### src/design/oag_pkg.sv
package oag_pkg;
    localparam int OAG_OFS_W = 16;
    localparam int OAG_SEG_SHIFT = 4;
    localparam int OAG_PHYS_W = 20;
    localparam logic [15:0] OAG_OFS_RST = 16'h0000;
    localparam logic [19:0] OAG_PHYS_RST = 20'h00000;
    localparam logic [16:0] OAG_STR_MAX = 17'h10000;

    // Operand modes
    typedef enum logic [2:0] {
        OAG_M_DIRECT,
        OAG_M_REG_IND,
        OAG_M_BASED,
        OAG_M_INDEXED,
        OAG_M_BI,
        OAG_M_BI_DISP,
        OAG_M_REG,
        OAG_M_IMM
    } oag_mode_t;

    // Register indirect selections
    localparam logic [1:0] OAG_RI_SRC = 2'h0;
    localparam logic [1:0] OAG_RI_DST = 2'h1;
    localparam logic [1:0] OAG_RI_GB = 2'h2;
    localparam logic [1:0] OAG_RI_FB = 2'h3;

    // Segment register indices
    localparam logic [1:0] OAG_SEG_ES = 2'h0;
    localparam logic [1:0] OAG_SEG_CS = 2'h1;
    localparam logic [1:0] OAG_SEG_SS = 2'h2;
    localparam logic [1:0] OAG_SEG_DS = 2'h3;
endpackage : oag_pkg

### src/design/oag_top.sv
`timescale 1ns/1ps
module oag_top (
    input wire logic core_clk, // Processor clock
    input wire logic rst, // Async reset, high
    input wire logic ce, // Clock enable
    input wire logic req, // Decode request strobe
    input wire oag_pkg::oag_mode_t mode, // Operand mode
    input wire logic disp_byte, // Displacement is one byte
    input wire logic [15:0] disp, // Displacement field
    input wire logic [15:0] imm, // Immediate field
    input wire logic imm_byte, // Immediate is one byte
    input wire logic base_sel_fb, // Base: 1 frame, 0 general
    input wire logic idx_sel_dst, // Index: 1 destination, 0 source
    input wire logic [1:0] ri_sel, // Register indirect select
    input wire logic [2:0] reg_num, // General register number
    input wire logic reg_byte, // General register is byte wide
    input wire logic seg_ovr, // Override prefix present
    input wire logic [1:0] seg_ovr_sel, // Override segment
    input wire logic [15:0] general_base_reg, // General base register
    input wire logic [15:0] frame_base_reg, // Frame base register
    input wire logic [15:0] src_index_reg, // Source index register
    input wire logic [15:0] dest_index_reg, // Destination index register
    input wire logic [127:0] gen_regs, // Eight word registers
    input wire logic [63:0] seg_regs, // Four segment registers
    input wire logic [16:0] str_len, // String length in bytes
    input wire logic [7:0] dec_byte, // Byte for decimal check
    output logic mem_vld, // Memory address valid
    output logic [15:0] seg_base, // Segment base
    output logic [15:0] eff_ofs, // Effective offset
    output logic [19:0] phys_addr, // Physical address
    output logic opnd_vld, // Register/immediate operand valid
    output logic [15:0] opnd_val, // Operand value
    output logic opnd_neg, // Operand negative
    output logic str_ok, // String length legal
    output logic pk_dec_ok, // Byte is valid packed decimal
    output logic up_dec_ok // Byte is valid unpacked decimal
);
    // ------------------------------------------------------------
    // Element selection
    // ------------------------------------------------------------
    wire logic [15:0] disp_x;
    wire logic [15:0] base_v;
    wire logic [15:0] idx_v;
    wire logic [15:0] ri_v;
    wire logic use_d;
    wire logic use_b;
    wire logic use_i;
    wire logic is_mem;
    wire logic [15:0] sum;
    wire logic [1:0] seg_imp;
    wire logic [1:0] seg_idx;
    wire logic [15:0] seg_v;
    wire logic [19:0] phys;
    wire logic [15:0] reg_w;
    wire logic [15:0] reg_v;
    wire logic [15:0] imm_x;
    wire logic [15:0] op_v;
    wire logic op_neg;

    // ------------------------------------------------------------
    // Decode helpers
    // ------------------------------------------------------------
    // Picks one sixteen-bit segment word by index
    function automatic logic [15:0] seg_word(input logic [63:0] regs,
        input logic [1:0] idx);
        seg_word = regs[idx*16 +: 16];
    endfunction : seg_word

    assign disp_x = disp_byte ? {{8{disp[7]}}, disp[7:0]} : disp;
    assign base_v = base_sel_fb ? frame_base_reg : general_base_reg;
    assign idx_v = idx_sel_dst ? dest_index_reg : src_index_reg;
    assign ri_v = (ri_sel == oag_pkg::OAG_RI_SRC) ? src_index_reg :
                  (ri_sel == oag_pkg::OAG_RI_DST) ? dest_index_reg :
                  (ri_sel == oag_pkg::OAG_RI_GB) ? general_base_reg :
                  frame_base_reg;

    assign use_d = (mode == oag_pkg::OAG_M_DIRECT) ||
                   (mode == oag_pkg::OAG_M_BASED) ||
                   (mode == oag_pkg::OAG_M_INDEXED) ||
                   (mode == oag_pkg::OAG_M_BI_DISP);
    assign use_b = (mode == oag_pkg::OAG_M_BASED) ||
                   (mode == oag_pkg::OAG_M_BI) ||
                   (mode == oag_pkg::OAG_M_BI_DISP);
    assign use_i = (mode == oag_pkg::OAG_M_INDEXED) ||
                   (mode == oag_pkg::OAG_M_BI) ||
                   (mode == oag_pkg::OAG_M_BI_DISP);
    assign is_mem = (mode != oag_pkg::OAG_M_REG) &&
                    (mode != oag_pkg::OAG_M_IMM);

    // 16-bit sum, carry dropped
    assign sum = (mode == oag_pkg::OAG_M_REG_IND) ? ri_v :
                 16'((use_d ? disp_x : 16'h0000) +
                     (use_b ? base_v : 16'h0000) +
                     (use_i ? idx_v : 16'h0000));

    // ------------------------------------------------------------
    // Segment and physical address
    // ------------------------------------------------------------
    // Frame-based references default to stack segment
    assign seg_imp = ((use_b && base_sel_fb) ||
                      (mode == oag_pkg::OAG_M_REG_IND &&
                       ri_sel == oag_pkg::OAG_RI_FB)) ?
                     oag_pkg::OAG_SEG_SS : oag_pkg::OAG_SEG_DS;
    assign seg_idx = seg_ovr ? seg_ovr_sel : seg_imp;
    assign seg_v = seg_word(seg_regs, seg_idx);
    assign phys = 20'({seg_v, 4'h0} + {4'h0, sum});

    // ------------------------------------------------------------
    // Register and immediate operands
    // ------------------------------------------------------------
    // Byte registers 0-3 low halves, 4-7 high halves of words 0-3
    assign reg_w = gen_regs[reg_num*16 +: 16];
    assign reg_v = !reg_byte ? reg_w :
                   reg_num[2] ? {8'h00, gen_regs[reg_num[1:0]*16 + 8 +: 8]} :
                   {8'h00, reg_w[7:0]};
    assign imm_x = imm_byte ? {8'h00, imm[7:0]} : imm;
    assign op_v = (mode == oag_pkg::OAG_M_IMM) ? imm_x : reg_v;
    assign op_neg = ((mode == oag_pkg::OAG_M_IMM) ? imm_byte : reg_byte) ?
                    op_v[7] : op_v[15];

    // ------------------------------------------------------------
    // Output registers
    // ------------------------------------------------------------
    always_ff @(posedge core_clk or posedge rst) begin
        if (rst) begin
            mem_vld <= 1'b0;
            seg_base <= oag_pkg::OAG_OFS_RST;
            eff_ofs <= oag_pkg::OAG_OFS_RST;
            phys_addr <= oag_pkg::OAG_PHYS_RST;
            opnd_vld <= 1'b0;
            opnd_val <= oag_pkg::OAG_OFS_RST;
            opnd_neg <= 1'b0;
            str_ok <= 1'b0;
            pk_dec_ok <= 1'b0;
            up_dec_ok <= 1'b0;
        end else if (ce) begin
            mem_vld <= req && is_mem;
            opnd_vld <= req && !is_mem;
            if (req && is_mem) begin
                seg_base <= seg_v;
                eff_ofs <= sum;
                phys_addr <= phys;
            end
            if (req && !is_mem) begin
                opnd_val <= op_v;
                opnd_neg <= op_neg;
            end
            str_ok <= (str_len != 17'h00000) &&
                      (str_len <= oag_pkg::OAG_STR_MAX);
            pk_dec_ok <= (dec_byte[7:4] <= 4'h9) &&
                         (dec_byte[3:0] <= 4'h9);
            up_dec_ok <= (dec_byte <= 8'h09);
        end
    end
endmodule : oag_top

### config.mk
export PLATFORM = sky130hd
export DESIGN_NAME = oag_top
export DESIGN_NICKNAME = d
export VERILOG_FILES = /design/src/design/oag_pkg.sv /design/src/design/oag_top.sv
export SDC_FILE = /design/constraint.sdc
export NUM_CORES = 1
export LEC_CHECK = 0
export BUFFER_PORTS_ARGS = -buffer_cell sky130_fd_sc_hd__clkbuf_2
export CAP_MARGIN = 20
export CORE_AREA = 4 4 158 160
export DETAILED_ROUTE_END_ITERATION = 7
export DIE_AREA = 0 0 162 164
export MAX_ROUTING_LAYER = met4
export PLACE_DENSITY_LB_ADDON = 0.12
export SLEW_MARGIN = 20
export SYNTH_ARGS = -nofsm -noshare
export SYNTH_HDL_FRONTEND = slang
export SYNTH_SLANG_ARGS = --single-unit
### constraint.sdc
create_clock -name core_clk -period 1.7 [get_ports core_clk]
set_input_delay 0.085 -clock core_clk [delete_from_list [all_inputs] [get_ports core_clk]]
set_output_delay 0.085 -clock core_clk [all_outputs]
set_load 0.02 [all_outputs]
Word-level counts from Yosys, hierarchy flattened
Cells that the tools add are included.
{ "word_totals": {"regBits": 74, "inputBits": 333, "out_inout_bits": 74, "word_cells": 71} }
{ "op_classes": {"addsub": 4, "magnitude_cmp": 4, "n_eq_ne": 11, "shifts": 3, "mux": 18, "n_reduce_logical": 21} }
{ "op_table": {"columns": ["op", "n"], "rows": [
  ["16-bit 2-to-1 mux", 13],
  ["128-bit by 8-bit variable part select with 16-bit output", 1],
  ["128-bit by 8-bit variable part select with 8-bit output", 1],
  ["64-bit by 7-bit variable part select with 16-bit output", 1],
  ["16-bit adder", 2],
  ["20-bit by 16-bit adder with 20-bit output", 1],
  ["17-bit less-or-equal comparator, second input constant", 1],
  ["17-bit nonzero test", 1],
  ["3-bit equality test, second input constant", 3],
  ["4-bit less-or-equal comparator, second input constant", 2],
  ["8-bit by 4-bit less-or-equal comparator with 1-bit output, second input constant", 1],
  ["1-bit logical OR", 8],
  ["8-bit 2-to-1 mux", 1],
  ["6-bit by 4-bit adder with 7-bit output, second input constant", 1],
  ["1-bit logical AND", 7],
  ["3-bit by 2-bit equality test with 1-bit output, second input constant", 2],
  ["3-bit != test, second input constant", 2],
  ["2-bit equality test, second input constant", 2],
  ["2-bit AND reduction", 2],
  ["3-bit by 1-bit equality test with 1-bit output, second input constant", 1],
  ["3-bit zero test", 1],
  ["1-bit 2-to-1 mux", 3],
  ["2-bit by 1-bit equality test with 1-bit output, second input constant", 1],
  ["2-bit zero test", 1],
  ["other kinds (2)", 2]
]} }

Longest topological paths before layout
{ "depth": {"depth_word": 9, "mapped_depth": 27, "ltp_nobuf": 26} }

Least setup slack after synthesis
No wires, ideal clock.
{ "synth_timing": {"path_kind": "input -> register", "start": "input port base_sel_fb", "end": "register phys_addr[19]", "setup_time_ns": 0.124, "t_arrival_ns": 5.099, "path_slack_ns": -3.523, "path_stages": 26, "n_path_buf": 2, "cell_sequence": "clkbuf_1 buf_1 mux2_2 nand2_1 fa_1 inv_1 ha_1 inv_1 fa_1 nor2b_1 o21ai_0 nand2b_1 xnor2_1 nor2_1 a21oi_1 inv_1 ha_1 a21o_1 a21oi_1 o21bai_1 a21oi_1 o41ai_4 a311oi_1 a2111oi_2 nor2_1 o31a_1"} }
{ "synth_between": {"elab_chain_len": 6, "word_cells_on_any_way": 11, "cone_classes": "add/sub: 3; shift: 1; mux: 5; reduce/logical: 2"} }
{ "synth_rtl": {"columns": ["item", "line", "source"], "rows": [
  ["from (decl)", "oag_top.sv:12", "input wire logic base_sel_fb,"],
  ["16-bit 2-to-1 mux", "oag_top.sv:70", "assign base_v = base_sel_fb ? frame_base_reg : general_base_reg;"],
  ["16-bit 2-to-1 mux", "oag_top.sv:93", "(use_b ? base_v : 16'h0000) +"],
  ["16-bit adder", "oag_top.sv:92", "16'((use_d ? disp_x : 16'h0000) +"],
  ["16-bit adder", "oag_top.sv:93", null],
  ["16-bit 2-to-1 mux", "oag_top.sv:91", "assign sum = (mode == oag_pkg::OAG_M_REG_IND) ? ri_v :"],
  ["net sum[5]", "oag_top.sv:49", "wire logic [15:0] sum;"],
  ["20-bit by 16-bit adder with 20-bit output", "oag_top.sv:106", "assign phys = 20'({seg_v, 4'h0} + {4'h0, sum});"],
  ["to (signal assigned)", "oag_top.sv:129", "phys_addr <= oag_pkg::OAG_PHYS_RST;"],
  ["to (signal assigned)", "oag_top.sv:142", "phys_addr <= phys;"],
  ["to (decl)", "oag_top.sv:30", "output logic [19:0] phys_addr,"]
]} }
The timed path passes the listed nets, and every way through them passes these cells.
A chain may end at the register's enable or synchronous reset.

Worst setup path in the final report
{ "layout_timing": {"start": "input port mode[2]", "end": "register phys_addr[19]"} }
{ "layout_between": {"elab_chain_len": 9, "word_cells_on_any_way": 31, "cone_classes": "add/sub: 3; eq/ne: 7; shift: 1; mux: 6; reduce/logical: 14"} }
{ "layout_rtl": {"columns": ["item", "line", "source"], "rows": [
  ["from (decl)", "oag_top.sv:7", "input wire oag_pkg::oag_mode_t mode,"],
  ["3-bit by 2-bit equality test with 1-bit output or 3-bit zero test (tied branches)", "oag_top.sv:78, oag_top.sv:81, oag_top.sv:77", null],
  ["1-bit logical OR", "oag_top.sv:77", "assign use_d = (mode == oag_pkg::OAG_M_DIRECT) ||"],
  ["1-bit logical OR", "oag_top.sv:78", "(mode == oag_pkg::OAG_M_BASED) ||"],
  ["1-bit logical OR", "oag_top.sv:79", "(mode == oag_pkg::OAG_M_INDEXED) ||"],
  ["16-bit 2-to-1 mux", "oag_top.sv:92", null],
  ["16-bit adder", "oag_top.sv:92", null],
  ["16-bit adder", "oag_top.sv:93", null],
  ["16-bit 2-to-1 mux *", "oag_top.sv:91", null],
  ["net sum[5]", "oag_top.sv:49", null],
  ["20-bit by 16-bit adder with 20-bit output *", "oag_top.sv:106", null]
]} }
The timed path passes the listed nets; every way through them passes the cells marked *.

==> run_results.csv <==
group,metric,value,unit
global_routing,grt_pass1_wl,46500,µm
route,firstDrtPassIters,4,
power,p_leak,6.09,nW
sta,slew_headroom,37.3,%
global_routing,antenna_found_initial,4,
final_layout,utilization,51.0,%
clocking,clk_pin_slew,0.07,ns
clocking,clock_sinks,70,
global_routing,gr-total-overflow,0,
die,die_area,26600,µm²
global_routing,grt_pass1_vias,8671,
synth,yosysWarningCount,0,
synth,synthFlopType,"dfrtp_1",
synth,synth-xor-area-share,2.42,%
critical_path,required,1.97,ns
die,start_util,31.0,%
critical_path,ff2ff_setup_slack,0.86,ns
synth,yosys.area.top_type,"dfrtp_1",
sta,fin_ws,-2.62,ns
final_layout,final_area,11900,µm²
sta,fin_tns_setup,-48.04,ns
place,dpl.hpwl,26400,µm
synth,synthTopCellsByArea,"dfrtp_1 24%, mux4_2 17%, nand2_1 9.5%",
critical_path,cp_max_fo,6,
sta,setup_viol,34,
final_layout,drive_gt1_share,58.7,%
final_layout,nFillCells,2310,
sta,rsz0062_at_grt,"true",
final_layout,multi_input_area,5640,µm²
synth,synth_top_area_share,24.2,%
hold_path,hold_end,"opnd_val[4]$_DFFE_PP0P_",
critical_path,regToRegStartpoint,"phys_addr[16]$_DFFE_PP0P_",
global_routing,grt_util_met1,28.0,%
critical_path,crit_top_cell,"a21oi_2",
sta,post-route-period-util,254,%
run_status,violations,"negative setup slack",
place,gp_congestion,0.927,
route,viasPerCell,4.85,
synth,synth_mux_area_share,26.0,%
synth,synth_top_family_by_area,"multiplexers",
power,fin_total_pwr,10.6,mW
critical_path,arrival,4.59,ns
synth,ys_ff_latch,70,
die,coreArea,23400,µm²
synth,async_flop_share,100,%
final_layout,register_area,1750,µm²
route,wl,30600,µm
die,dieHeight,164,µm
route,drcViolationCount,0,
power,pwr_density_cell,885,nW/µm²
critical_path,cpMaxStageDelayCell,"fa_1",
synth,synth_compound_area_share,14.2,%
sta,fmax,232,MHz
sta,period_minus_slack,4.32,ns
global_routing,grt_max_degree,71,
place,place_area,10800,µm²
clocking,clockBufferDepth,2,
synth,yosys.area_share.simple,18.4,%
global_routing,busiest_layer,"met2",
critical_path,ff2ff_path_depth,2,
synth,ys_types,64,
synth,synth.most_common_cell,"nand2_1",
run_status,outcome,"finished with violations",
critical_path,slowest_delay,0.42,ns
synth,synth-adder-area-share,9.01,%
synth,synthCells,817,
sta,worst_pin_slew,0.933,ns
synth,synth_edf_count,0,
synth,synth-seq-area-share,24.2,%
hold_path,min_from,"imm[4]",
clocking,clock_latency,0.33,ns
critical_path,r2r_end,"phys_addr[16]$_DFFE_PP0P_",
clocking,cts_buffers,9,
route,drt_iter0_markers,243,
place,port_buffers,405,
synth,yosys-top-cells-count,"183 x nand2_1, 73 x o21ai_0, 70 x dfrtp_1",
hold_path,holdCritPathClass,"input port to flip-flop",
critical_path,crit_type,"input port to flip-flop",
critical_path,endpoint_kind,"flip-flop",
hold_path,hold_path_depth,3,
synth,synth_area,7250,µm²
critical_path,worst_setup_path_start_kind,"input port",
clocking,tritoncts,"built",
global_routing,grtUsageMet2,40.2,%
die,io_pins,407,
run,maxCapViolations,0,
die,fp.dieW,162,µm
synth,synth_nets,1192,
synth,avgSynthCellArea,8.87,µm²
global_routing,use_met3,2.71,%
clocking,clockRootBuffer,"clkbuf_16",
die,num_rows,56,
route,drtAntennaViolNets,0,
sta,worst_hold_slack,0.0362,ns
final_layout,nets,1737,
sta,finalMaxSlewViolations,0,
route,wl_per_cell,18.1,µm
route,vias,8199,
global_routing,grt_use_total,23.0,%
sta,hold_violations,0,
sta,finClkSkew,0,ns
final_layout,syn2layout_area_growth,64.6,%
clocking,htreeDepth,3,
power,ir_worst_vdd,0.000560,V
layout by cell type (no fill, tap or decap), drive strengths merged, types with 3 or more instances in the layout:
cell	Yosys	routed
nor2	36	36
o31ai	4	4
a22oi	8	8
mux2i	18	18
and3	5	5
clkinv	0	4
a31oi	3	3
mux2	39	39
dfrtp	70	70
xor2	9	9
and2	6	6
nor4	7	7
fa	17	17
a21o	5	5
nand4	6	6
xnor2	11	11
ha	25	25
o211ai	5	5
mux4	56	56
o21ai	74	74
inv	50	50
nand2b	7	7
clkbuf	35	414
nand3	14	14
a21oi	34	34
nor2b	15	15
a211oi	10	10
nand2	183	183
buf	19	182
nor3	10	10
or3	3	3
diode	0	3
power by group:
group / switching, mW / internal, mW
Sequential: 0.263 / 2.11
Clock: 0.772 / 1.14
Combinational: 3.17 / 3.09
worst max-delay path: cells and delay by family:
kind            cells  cell delay [ns]
simple gates        6             0.96
buf+inv             4             0.30
fa+ha+maj           4             1.17
compound gates     11             1.94
xor+xnor            1             0.12
area by class of cell:
cell class | instances | share of cell area (%)
Multi-Input combinational cell | 643 | 47.3
Timing Repair Buffer | 588 | 30.5
Sequential cell | 70 | 14.7
Tap cell | 319 | 3.35
Clock buffer | 9 | 1.89
Inverter | 50 | 1.60
Clock inverter | 7 | 0.619
Antenna cell | 3 | 0.0629
through the flow:
step,setup slack (ns),std cells
2_1_floorplan,-2.86,817
3_3_place_gp,-3.23,1638
3_5_place_dp,-3.36,1638
4_1_cts,-2.59,1677
5_1_grt,-2.87,1689
6_report,-2.62,1689
registers in the layout, summed over array words and instances, names as in the netlist:
| name | flops |
|---|---|
| up_dec_ok | 1 |
| seg_base | 16 |
| phys_addr | 16 |
| str_ok | 1 |
| opnd_vld | 1 |
| opnd_val | 16 |
| pk_dec_ok | 1 |
| mem_vld | 1 |
| opnd_neg | 1 |
| eff_ofs | 16 |
kinds of logic (layout without fill, tap and decap cells):
| family | after synthesis | count (layout) |
|---|---|---|
| AO/OA/AOI/OAI | 166 | 166 |
| XOR/XNOR | 20 | 20 |
| adder cells (fa/ha/maj) | 42 | 42 |
| buffers and inverters | 104 | 654 |
| flip-flops | 70 | 70 |
| multiplexers | 113 | 113 |
| other | 0 | 3 |
| AND/OR/NAND/NOR | 302 | 302 |
how the worst max path moves through the flow:
stage / startpoint / end / slack, ns / depth (start not counted)
after detailed placement: mode[1] / phys_addr[18]$_DFFE_PP0P_ / -3.36 / 24
after floorplan: mode[2] / phys_addr[18]$_DFFE_PP0P_ / -2.86 / 27
final: mode[2] / phys_addr[19]$_DFFE_PP0P_ / -2.62 / 26
after global placement: mode[1] / phys_addr[18]$_DFFE_PP0P_ / -3.23 / 24
after CTS: mode[2] / phys_addr[19]$_DFFE_PP0P_ / -2.59 / 26
after global routing: mode[2] / phys_addr[19]$_DFFE_PP0P_ / -2.87 / 26
routing by layer:
metal | vias to the layer above | part of all wire (%)
li1 | 4028 | -
met1 | 3886 | 42
met2 | 259 | 51
met3 | 26 | 4.4
met4 | 0 | 2.1
met5 | - | 0
timing repair:
item | in CTS | in global routing
endpoints found under the hold margin | 70 | 0
hold buffers | 1 | 0
pin swaps | 64 | 57
cloned | 0 | 0
gates resized for setup | 118 | 39
buffers inserted | 26 | 15
endpoints found under the setup margin | 41 | 39
Power figures use the tool's default switching activity.
